File: src/logic/pcirq_cfg.svh
// Purpose: Offsets, field positions and reset values of the socket
//          interrupt event block.
// Assumes: Byte-wide register port with 8-bit offsets.
// Notes:   Definitions only.
`ifndef PCIRQ_CFG_SVH
`define PCIRQ_CFG_SVH

`define PCIRQ_OFS_CSC_FLAGS  8'h04
`define PCIRQ_OFS_CSC_CFG    8'h05
`define PCIRQ_OFS_GLOBAL     8'h1E
`define PCIRQ_OFS_SOCK_EVENT 8'h60
`define PCIRQ_OFS_SOCK_MASK  8'h61
`define PCIRQ_OFS_ROUTING    8'h8C
`define PCIRQ_OFS_CARD_CTRL  8'h91
`define PCIRQ_OFS_SB_DATA    8'hB0
`define PCIRQ_OFS_SB_INDEX   8'hB1
`define PCIRQ_OFS_SB_TARGET  8'hB2
`define PCIRQ_OFS_SB_CTRL    8'hB3

`define PCIRQ_BIT_BATT0      0
`define PCIRQ_BIT_BATT1      1
`define PCIRQ_BIT_READY      2
`define PCIRQ_BIT_PWR        3
`define PCIRQ_BIT_CSTS       0
`define PCIRQ_BIT_CD1        1
`define PCIRQ_BIT_CD2        2
`define PCIRQ_BIT_FCMS       2
`define PCIRQ_BIT_FUNC       0
`define PCIRQ_BIT_TIE        3
`define PCIRQ_BIT_SERMODE    7
`define PCIRQ_BIT_SB_VALID   0
`define PCIRQ_BIT_SB_ERR     1
`define PCIRQ_BIT_SB_PROT    3
`define PCIRQ_BIT_SB_BUSY    5
`define PCIRQ_BIT_SB_READ    0

`define PCIRQ_RST_BYTE       8'h00
`define PCIRQ_RST_ROUTING    8'h77
`define PCIRQ_TERM_NONE      3'h7

`endif

File: src/logic/pcirq_pkg.sv
// Purpose: Types shared by the socket interrupt event block.
// Assumes: Nothing beyond the configuration header.
// Notes:   Pins are raw socket levels, card detects active low.
package pcirq_pkg;

   typedef enum logic [1:0] {
      PCIRQ_CT_NONE    = 2'h0,
      PCIRQ_CT_MEM16   = 2'h1,
      PCIRQ_CT_IO16    = 2'h2,
      PCIRQ_CT_CARDBUS = 2'h3
   } pcirq_card_e;

   typedef enum logic [1:0] {
      PCIRQ_SB_IDLE = 2'b01,
      PCIRQ_SB_BUSY = 2'b10
   } pcirq_sb_e;

   typedef struct packed {
      logic cd1_n;
      logic cd2_n;
      logic bvd1_sts;
      logic bvd2;
      logic ready_ireq;
   } pcirq_pins_s;

   typedef struct packed {
      logic       wr;
      logic       rd;
      logic [7:0] addr;
      logic [7:0] wdata;
   } pcirq_reg_s;

   typedef struct packed {
      logic       start;
      logic [7:0] target;
      logic [7:0] index;
      logic [7:0] data;
      logic       prot;
   } pcirq_sb_req_s;

   typedef struct packed {
      logic       done;
      logic       err;
      logic [7:0] rdata;
   } pcirq_sb_rsp_s;

endpackage

File: src/logic/pcirq_sync.sv
// Purpose: Two-stage synchroniser for the socket pins.
// Assumes: Pins change slowly compared with CLK.
// Notes:   The first stage feeds the second stage only.
`timescale 1ns/1ps
`default_nettype none
module pcirq_sync #(
   parameter int W = 5
) (
   input  wire logic         CLK,
   input  wire logic         RESETN,
   input  wire logic [W-1:0] d,
   output logic      [W-1:0] q
);
   typedef struct packed {
      logic [W-1:0] meta;
      logic [W-1:0] sync;
   } pcirq_sync_s;

   pcirq_sync_s st_r;
   pcirq_sync_s st_nxt;

   always_comb begin
      st_nxt      = st_r;
      st_nxt.meta = d;
      st_nxt.sync = st_r.meta;
   end

   always_ff @(posedge CLK) begin
      if (!RESETN) begin
         st_r <= '0;
      end else begin
         st_r <= st_nxt;
      end
   end

   assign q = st_r.sync;
endmodule // pcirq_sync
`default_nettype wire

File: src/logic/pcirq_sbus.sv
// Purpose: Serial-bus request holder behind the data and target registers.
// Assumes: An external engine answers each request with one done pulse.
// Notes:   A start while busy is ignored, so software must poll busy.
`timescale 1ns/1ps
`default_nettype none
`include "pcirq_cfg.svh"
module pcirq_sbus
   import pcirq_pkg::*;
(
   input  wire logic          CLK,
   input  wire logic          RESETN,
   input  wire logic          start,
   input  wire logic          data_wr,
   input  wire logic [7:0]    wdata,
   input  wire logic [7:0]    target,
   input  wire logic [7:0]    index,
   input  wire logic          prot,
   input  wire pcirq_sb_rsp_s rsp,
   output pcirq_sb_req_s      req,
   output logic               busy,
   output logic               valid,
   output logic               err,
   output logic [7:0]         data
);
   typedef struct packed {
      pcirq_sb_e     fsm;
      pcirq_sb_req_s req;
      logic [7:0]    data;
      logic          valid;
      logic          err;
   } pcirq_sbus_s;

   pcirq_sbus_s st_r;
   pcirq_sbus_s st_nxt;

   always_comb begin
      st_nxt           = st_r;
      st_nxt.req.start = 1'b0;
      if (data_wr) begin
         st_nxt.data = wdata;
      end
      unique case (st_r.fsm)
         PCIRQ_SB_IDLE: begin
            if (start) begin
               st_nxt.req   = '{1'b1, target, index, st_nxt.data, prot};
               st_nxt.valid = 1'b0;
               st_nxt.err   = 1'b0;
               st_nxt.fsm   = PCIRQ_SB_BUSY;
            end
         end
         PCIRQ_SB_BUSY: begin
            if (rsp.done) begin
               st_nxt.fsm = PCIRQ_SB_IDLE;
               st_nxt.err = rsp.err;
               if (st_r.req.target[`PCIRQ_BIT_SB_READ] && !rsp.err) begin
                  st_nxt.data  = rsp.rdata;
                  st_nxt.valid = 1'b1;
               end
            end
         end
         default: st_nxt.fsm = PCIRQ_SB_IDLE;
      endcase
   end

   always_ff @(posedge CLK) begin
      if (!RESETN) begin
         st_r     <= '0;
         st_r.fsm <= PCIRQ_SB_IDLE;
      end else begin
         st_r <= st_nxt;
      end
   end

   assign req   = st_r.req;
   assign busy  = st_r.fsm == PCIRQ_SB_BUSY;
   assign valid = st_r.valid;
   assign err   = st_r.err;
   assign data  = st_r.data;
endmodule // pcirq_sbus
`default_nettype wire

File: src/logic/pcirq_events.sv
// Purpose: Socket interrupt event detection, flags, masks and routing
//          onto the multifunction terminals.
// Assumes: Card type and power-done come from logic on CLK; pins do not.
// Notes:   Flags record events regardless of mask; masks gate the output.
`timescale 1ns/1ps
`default_nettype none
`include "pcirq_cfg.svh"

// Function
// Memory card battery events set flag bits 1:0, gated by config 1:0.
// Memory card ready change sets flag bit 2, gated by config bit 2.
// I/O card status-change sets flag bit 0, gated by config bit 0.
// Power cycle complete on 16-bit cards sets flag bit 3, gated bit 3.
// Functional requests are never masked; status shows in card control 0.
// CardBus status-change sets socket event bit 0, gated by mask bit 0.
// CardBus insert/remove sets event bits 2:1, power done bit 3, masked.
// Memory card: any battery detect line transition raises an event.
// Memory card: any ready line transition, either way, raises an event.
// I/O card: status-change assertion raises an event; release does not.
// CardBus card: status-change assertion raises an event.
// Interrupt line assertion by I/O or CardBus card is functional.
// Either card-detect transition raises insert/remove, any card type.
// Power cycle complete comes from the power sequencer, not a pin.
// Memory cards never produce functional interrupts.
// Parallel line-A interrupt works beside parallel or serial IRQs.
// All interrupt signalling leaves on seven multifunction terminals; serial-mode requests leave on the separate serial line instead.
// Writing the target address register starts a serial-bus request.
// 16-bit flags clear on read or write-one; global bit 2 picks.
// Socket event flags clear only by writing one.
// Terminal asserts while an enabled flag or functional request is set.
module pcirq_events
   import pcirq_pkg::*;
(
   input  wire logic          CLK,
   input  wire logic          RESETN,
   input  wire pcirq_pins_s   CARD_PINS,
   input  wire pcirq_card_e   CARD_TYPE,
   input  wire logic          PWR_DONE,
   input  wire pcirq_reg_s    REG,
   output logic [7:0]         REG_RDATA,
   output logic [6:0]         MULTIFUNCTION_TERMINALS,
   output logic               SERIALIZED_INTERRUPT_LINE,
   output pcirq_sb_req_s      SB_REQ,
   input  wire pcirq_sb_rsp_s SB_RSP
);
   typedef struct packed {
      pcirq_pins_s prev;
      logic [3:0]  csc_flags;
      logic [7:0]  csc_cfg;
      logic [7:0]  gctl;
      logic [3:0]  sev;
      logic [3:0]  smask;
      logic [7:0]  route;
      logic [6:0]  cctl;
      logic        func;
      logic [7:0]  rdata;
      logic [6:0]  mfunc;
      logic        serq;
      logic [7:0]  sb_index;
      logic [7:0]  sb_target;
      logic        sb_prot;
      logic        sb_go;
   } pcirq_events_s;

   pcirq_events_s st_r;
   pcirq_events_s st_nxt;
   pcirq_pins_s   cur;
   logic [4:0]    sync_q;
   logic          present;
   logic          mem;
   logic          io;
   logic          cb;
   logic          func_now;
   logic [3:0]    set_csc;
   logic [3:0]    set_sev;
   logic          csc_irq;
   logic          sb_busy;
   logic          sb_valid;
   logic          sb_err;
   logic [7:0]    sb_data;

   function automatic logic [6:0] term_onehot(input logic [2:0] sel,
                                              input logic       on);
      logic [6:0] one;
      one = 7'h01;
      return (on && sel != `PCIRQ_TERM_NONE) ? one << sel : 7'h00;
   endfunction

   // Pins are asynchronous, so two flops stand before any edge detection.
   pcirq_sync #(
      .W (5)
   ) pcirq_sync_i (
      .CLK    (CLK),
      .RESETN (RESETN),
      .d      (CARD_PINS),
      .q      (sync_q)
   );

   pcirq_sbus pcirq_sbus_i (
      .CLK     (CLK),
      .RESETN  (RESETN),
      .start   (st_r.sb_go),
      .data_wr (REG.wr && REG.addr == `PCIRQ_OFS_SB_DATA),
      .wdata   (REG.wdata),
      .target  (st_r.sb_target),
      .index   (st_r.sb_index),
      .prot    (st_r.sb_prot),
      .rsp     (SB_RSP),
      .req     (SB_REQ),
      .busy    (sb_busy),
      .valid   (sb_valid),
      .err     (sb_err),
      .data    (sb_data)
   );

   assign cur     = pcirq_pins_s'(sync_q);
   assign present = !cur.cd1_n && !cur.cd2_n;
   assign mem     = present && CARD_TYPE == PCIRQ_CT_MEM16;
   assign io      = present && CARD_TYPE == PCIRQ_CT_IO16;
   assign cb      = present && CARD_TYPE == PCIRQ_CT_CARDBUS;
   // The shared ready pin is an active-low request for I/O and CardBus.
   assign func_now = (io || cb) && !cur.ready_ireq;

   always_comb begin
      set_csc = 4'h0;
      set_sev = 4'h0;
      set_csc[`PCIRQ_BIT_BATT0] =
         (mem && cur.bvd1_sts != st_r.prev.bvd1_sts) ||
         (io && st_r.prev.bvd1_sts && !cur.bvd1_sts);
      set_csc[`PCIRQ_BIT_BATT1] = mem && cur.bvd2 != st_r.prev.bvd2;
      set_csc[`PCIRQ_BIT_READY] =
         mem && cur.ready_ireq != st_r.prev.ready_ireq;
      set_csc[`PCIRQ_BIT_PWR] = PWR_DONE && (mem || io);
      set_sev[`PCIRQ_BIT_CSTS] =
         cb && !st_r.prev.bvd1_sts && cur.bvd1_sts;
      set_sev[`PCIRQ_BIT_CD1] = cur.cd1_n != st_r.prev.cd1_n;
      set_sev[`PCIRQ_BIT_CD2] = cur.cd2_n != st_r.prev.cd2_n;
      set_sev[`PCIRQ_BIT_PWR] = PWR_DONE && cb;
   end

   // Masked events still set flags; unmasking later raises the line at once.
   assign csc_irq = |(st_r.csc_flags & st_r.csc_cfg[3:0]) ||
                    |(st_r.sev & st_r.smask);

   always_comb begin
      logic [2:0] csc_sel;
      logic [2:0] func_sel;
      logic       tie;
      logic       ser;
      // Tying moves both sources to terminal zero, the line-A interrupt.
      tie          = st_r.route[`PCIRQ_BIT_TIE];
      ser          = st_r.route[`PCIRQ_BIT_SERMODE];
      csc_sel      = tie ? 3'h0 : st_r.route[2:0];
      func_sel     = tie ? 3'h0 : st_r.route[6:4];
      st_nxt       = st_r;
      st_nxt.prev  = cur;
      st_nxt.sb_go = 1'b0;
      st_nxt.func  = func_now;
      // Clears come first so that an event in the same cycle survives.
      if (REG.rd && REG.addr == `PCIRQ_OFS_CSC_FLAGS &&
          !st_r.gctl[`PCIRQ_BIT_FCMS]) begin
         st_nxt.csc_flags = 4'h0;
      end
      if (REG.wr) begin
         case (REG.addr)
            `PCIRQ_OFS_CSC_FLAGS: begin
               if (st_r.gctl[`PCIRQ_BIT_FCMS]) begin
                  st_nxt.csc_flags = st_r.csc_flags & ~REG.wdata[3:0];
               end
            end
            `PCIRQ_OFS_CSC_CFG:   st_nxt.csc_cfg = REG.wdata;
            `PCIRQ_OFS_GLOBAL:    st_nxt.gctl = REG.wdata;
            `PCIRQ_OFS_SOCK_EVENT: begin
               st_nxt.sev = st_r.sev & ~REG.wdata[3:0];
            end
            `PCIRQ_OFS_SOCK_MASK: st_nxt.smask = REG.wdata[3:0];
            `PCIRQ_OFS_ROUTING:   st_nxt.route = REG.wdata;
            `PCIRQ_OFS_CARD_CTRL: st_nxt.cctl = REG.wdata[7:1];
            `PCIRQ_OFS_SB_INDEX:  st_nxt.sb_index = REG.wdata;
            `PCIRQ_OFS_SB_TARGET: begin
               st_nxt.sb_target = REG.wdata;
               st_nxt.sb_go     = 1'b1;
            end
            `PCIRQ_OFS_SB_CTRL:   st_nxt.sb_prot = REG.wdata[`PCIRQ_BIT_SB_PROT];
            default: ;
         endcase
      end
      st_nxt.csc_flags = st_nxt.csc_flags | set_csc;
      st_nxt.sev       = st_nxt.sev | set_sev;
      if (REG.rd) begin
         case (REG.addr)
            `PCIRQ_OFS_CSC_FLAGS:  st_nxt.rdata = {4'h0, st_r.csc_flags};
            `PCIRQ_OFS_CSC_CFG:    st_nxt.rdata = st_r.csc_cfg;
            `PCIRQ_OFS_GLOBAL:     st_nxt.rdata = st_r.gctl;
            `PCIRQ_OFS_SOCK_EVENT: st_nxt.rdata = {4'h0, st_r.sev};
            `PCIRQ_OFS_SOCK_MASK:  st_nxt.rdata = {4'h0, st_r.smask};
            `PCIRQ_OFS_ROUTING:    st_nxt.rdata = st_r.route;
            `PCIRQ_OFS_CARD_CTRL:  st_nxt.rdata = {st_r.cctl, st_r.func};
            `PCIRQ_OFS_SB_DATA:    st_nxt.rdata = sb_data;
            `PCIRQ_OFS_SB_INDEX:   st_nxt.rdata = st_r.sb_index;
            `PCIRQ_OFS_SB_TARGET:  st_nxt.rdata = st_r.sb_target;
            `PCIRQ_OFS_SB_CTRL: begin
               st_nxt.rdata = 8'h00;
               st_nxt.rdata[`PCIRQ_BIT_SB_VALID] = sb_valid;
               st_nxt.rdata[`PCIRQ_BIT_SB_ERR]   = sb_err;
               st_nxt.rdata[`PCIRQ_BIT_SB_PROT]  = st_r.sb_prot;
               st_nxt.rdata[`PCIRQ_BIT_SB_BUSY]  = sb_busy;
            end
            default: st_nxt.rdata = 8'h00;
         endcase
      end
      st_nxt.mfunc = term_onehot(csc_sel, csc_irq) |
                     term_onehot(func_sel, st_r.func && !ser);
      st_nxt.serq  = ser && st_r.func;
   end

   always_ff @(posedge CLK) begin
      if (!RESETN) begin
         st_r       <= '0;
         st_r.route <= `PCIRQ_RST_ROUTING;
      end else begin
         st_r <= st_nxt;
      end
   end

   assign REG_RDATA                 = st_r.rdata;
   assign MULTIFUNCTION_TERMINALS   = st_r.mfunc;
   assign SERIALIZED_INTERRUPT_LINE = st_r.serq;
endmodule // pcirq_events
`default_nettype wire

File: config.mk
export PLATFORM = sky130hd
export DESIGN_NAME = pcirq_events
export DESIGN_NICKNAME = d
export VERILOG_FILES = /design/src/logic/pcirq_pkg.sv /design/src/logic/pcirq_sync.sv /design/src/logic/pcirq_sbus.sv /design/src/logic/pcirq_events.sv
export VERILOG_INCLUDE_DIRS = /design/src /design/src/logic
export SDC_FILE = /design/constraint.sdc
export NUM_CORES = 1
export LEC_CHECK = 0
export BUFFER_PORTS_ARGS = -buffer_cell sky130_fd_sc_hd__buf_2
export CORE_MARGIN = 2
export CORE_UTILIZATION = 45
export CTS_CLUSTER_SIZE = 25
export DETAILED_ROUTE_END_ITERATION = 16
export SKIP_CTS_REPAIR_TIMING = 1
export SLEW_MARGIN = 30
export SYNTH_ARGS = -nofsm -noshare
export SYNTH_HDL_FRONTEND = slang
export SYNTH_SLANG_ARGS = --single-unit
File: constraint.sdc
create_clock -name CLK -period 5.1 [get_ports CLK]
set_clock_uncertainty 0.2 [all_clocks]
set_input_delay 0.255 -clock CLK [delete_from_list [all_inputs] [get_ports CLK]]
set_output_delay 0.255 -clock CLK [all_outputs]
set_load 0.005 [all_outputs]
==> flow_results.org <==
** STA
- Number of hold-slack violations in the final timing report :: 1
- Setup repair after global routing left no endpoint under its margin.
- For the pin with the worst max-slew slack, the measured transition is a little under 800 ps.
- Measured against its own limit, the worst slew margin works out to around 47%.
- The worst path in the final design needs a cycle of about 2400 ps, including I/O delays and setup.
- Period utilisation layout :: ~46%
- For this run, the top clock speed supported by timing is roughly 0.42 GHz.
- After routing, the total negative slack on setup checks comes to 0 ps.
- Final Slew Violations :: 0
- # setup viols final :: 0
- Across all hold checks on the routed design, the worst slack comes to -0.121 ps.

** Setup path
- Critical Path Slowest Stage Cell :: nor4_4
- Startpoint Class :: primary input
- Startpoint-to-endpoint class of the critical path :: primary input to flop
- Traced cell by cell, the critical path runs through buf_2, or4b_4, nor4_4, nand2_1, nand2_1, nand3_1.
- Highest cell delay on the worst timing path :: between 600 and 700 ps
- Along the worst path, the maximum fanout reaches 17.
- Data required time at the worst endpoint :: 5180 ps
- STA classifies the critical path endpoint as a flop.
- Worst Reg-to-Reg Cells :: 5
- Among cell families on the critical path, the largest total delay comes from simple AND/OR/NAND/NOR gates.
- Most repeated library cell on the critical path :: nand2_1
- In this run the critical register-to-register path is launched from st_r[60].
- Number of buffers and inverters on the critical path :: 1
- Endpoint of the worst-slack reg-to-reg timing path :: st_r[74]
- In this run the worst setup path begins at REG[13].
- Setup slack on the worst reg-to-reg path comes out at 3060 ps.
- For the worst setup path, the data arrival time is ~2400 ps.

** Run status
- The run finished, with violations left.
- Violations in the final reports :: hold timing

** Final layout
- Number of nets at the end of the flow :: about 760
- Area growth from synthesis to layout :: 14.1%
- Counting the fill cells in the layout gives approximately 1300.
- Area occupied by registers :: 2620 um2
- Fraction of final layout cells with drive strength greater than 1 :: 17.5%
- Antenna diodes :: 0
- Total non-filler cell area in the finished layout :: 6800 um2
- Multi-input gate area :: roughly 2800 um2

** Global route
- Grt met2 use :: between 30% and 40%
- Global route total overflow :: 0
- Antenna violations before repair :: 0
- The first global-routing pass estimated 26.0 mm of wire.
- Overall routing resource usage :: about 24%
- Global routing usage on met3 :: 6.18%
- Met1 Track Usage GR :: 33.2%
- Vias in the first global route :: ~4700
- Entering global routing, the biggest net connects between 50 and 60 pins.
- met2 is the most crowded layer.

** Placed design
- After legalization and detailed placement, the total HPWL measured approximately 12 mm.
- Buffers added on ports :: 79
- At the end of routability-driven placement, the weighted congestion stood at around 0.92.
- The placed instances occupy a cell area of 6100 um2.

** Synthesis
- The most used flip-flop cell after synthesis is dfxtp_1.
- Synthesis produced a netlist with a net count of roughly 730.
- In this run, synthesis produced a sequential element count of approximately 130.
- For this run, asynchronously set or reset flops after synthesis account for 0%.
- Number of standard cells after synthesis :: 693
- The number of different library cells used by synthesis comes to between 60 and 70.
- Warning count from the yosys run :: 0
- Post-synthesis sequential area ratio :: between 40 and 50%
- Post-synth EDFFs :: 0
- After synthesis the cells add up to 5960 um2.
- Dividing the synthesized area by the synthesized cell count gives approximately 8.6 um2.

** Clocking
- Clock Pin Slew Worst Setup and Hold Paths :: around 50 ps
- At the later pin of the worst-skew pair, clock insertion delay measures between 400 and 500 ps.
- The clock tree synthesis step divided the H-tree into 4 levels.
- TritonCTS built the clock tree.
- CTS Buffer Depth :: 2
- Buffers inserted during clock tree synthesis total 17.
- Num Clock Sinks :: roughly 130
- CTS Root Buffer Type :: clkbuf_16

** Pwr
- IR analysis of the VDD net gives a maximum drop of about 0.0002 V.
- PD cells :: between 300 and 400 nW/um2
- Post-route total power :: between 2000 and 2500 uW
- For this design the static power due to leakage is 0.00274 uW.

** Floorplan
- Effective utilization at floorplan :: between 40 and 50%
- The region available for standard cell placement spans approximately 13000 um2.
- The floorplan step set the die height to 119 um.
- For this design the top-level I/O count stands at 80.
- Die footprint :: 14200 um2
- The die is about 120 um wide.
- In this run the core area contains 42 standard-cell rows.

** Flow run
- Max-cap violations :: 0

** Drt
- Post-detailed-routing wire length :: 16.9 mm
- The count of nets left with antenna violations once routing finished came out at 0.
- For this run, design rule violations remaining after detail routing come to 0.
- Initial DRC Count :: about 470
- Across all layers, the routed design uses 5099 vias.
- Using the TritonRoute via totals, the vias-per-cell ratio works out to 5.62.
- Number of detailed-route iterations in the first pass :: 5
- Dividing the detail-routed wire length by the instance count gives 18.6 um.

** Min path
- The worst hold path passes through 3 cells.
- In this run the most critical hold path is launched from SB_RSP[9].
- Class of the most critical hold timing path :: primary input to flop
- End point of the worst hold path :: pcirq_sbus_i.err
worst min-delay path, cell delays in order:
cell and delay (ps):
buf_2 110, a21oi_1 130, a2111oi_0 70
per-layer routing:
metal  up-vias  share of wire [%]  wire (um)
met2       175                 46       7690
met4         0                1.6        269
met1      2453                 46       7830
met5         -                  0          0
li1       2452                  -          -
met3        19                6.5       1100
cell usage in the layout, fill, tap and decap left out, types with 6 or more instances in the layout:
cell type and instances:
dfxtp_1 131, nand2_1 103, buf_2 79, nor2_1 63, a21oi_1 52, nand3_1 50, mux2i_1 42, clkbuf_16 17
a211oi_1 16, dlygate4sd3_1 16, nor3_1 15, and2_1 15, a22oi_1 9, o21ai_0 7, nand3b_1 6, a32oi_1 6
synthesized netlist by cell type (3+ instances only):
master / number / area, um2
dfxtp_1: 131 / 2620
nand2_1: 103 / 387
nor2_1: 63 / 236
a21oi_1: 52 / 260
nand3_1: 50 / 250
buf_4: 42 / 315
mux2i_1: 42 / 420
clkbuf_1: 35 / 131
a211oi_1: 16 / 120
and2_1: 15 / 93.8
nor3_1: 15 / 75.1
a22oi_1: 9 / 67.6
o21ai_0: 7 / 35.0
a32oi_1: 6 / 52.6
nand3b_1: 6 / 45.0
o21ai_1: 5 / 25.0
xor2_1: 5 / 43.8
a22o_1: 4 / 35.0
and4_1: 4 / 35.0
buf_1: 4 / 15.0
buf_6: 4 / 45.0
nand2b_1: 4 / 25.0
nand4_1: 4 / 25.0
nor4b_1: 4 / 35.0
a2111oi_0: 3 / 26.3
a31oi_1: 3 / 18.8
inv_1: 3 / 11.3
mux2_2: 3 / 33.8
nand4b_1: 3 / 26.3
o21a_1: 3 / 22.5
final cells by class:
cell class,instances,share of cell area [%]
multi-input cells,471,41.4
flip-flops and latches,131,38.6
repair buffers,99,8.61
clock buffers,21,6.77
well taps,176,3.24
clock inverters,6,1.23
inverters,4,0.221
cell families (layout without fill, tap and decap cells):
logic type      after synthesis  count (layout)  synth area share (%)
compound gates              122             122                  13.5
xor+xnor                      5               5                 0.734
buf+inv                      91             130                  8.92
flops                       131             131                  44.0
mux                          45              45                  7.61
simple gates                299             299                  25.3
stage by stage:
step | std cells | util [%] | setup WS [ps] | hold slack, ps
2_1_floorplan | 693 | - | 2980 | 173
3_3_place_gp | 865 | 46.6 | 2360 | 217
3_5_place_dp | 865 | 46.6 | 2340 | 224
4_1_cts | 892 | 50.8 | 2770 | -173
5_1_grt | 908 | 52.0 | 2610 | 18.5
6_report | 908 | 52.0 | 2740 | -0.121
where the power goes:
group	switching, uW	internal, uW
clock	418	728
combinational	75.7	37.4
sequential	7.41	1030
flip-flops by register name, summed over array words and instances, names as in the netlist:
name / count
st_r: 67
pcirq_sbus_i.req: 26
REG_RDATA: 8
pcirq_sbus_i.data: 8
MULTIFUNCTION_TERMINALS: 7
pcirq_sync_i.q: 5
pcirq_sync_i.st_nxt: 5
pcirq_sbus_i.st_r: 2
SERIALIZED_INTERRUPT_LINE: 1
pcirq_sbus_i.err: 1
pcirq_sbus_i.valid: 1
worst max-delay path by stage:
stage                        end  depth (start not counted)
global route            st_r[36]                          6
detailed placement  REG_RDATA[0]                          6
CTS                 REG_RDATA[0]                          6
floorplan               st_r[66]                          8
finish                  st_r[48]                          6
global placement    REG_RDATA[0]                          6
(Power assumes the default switching activity.)
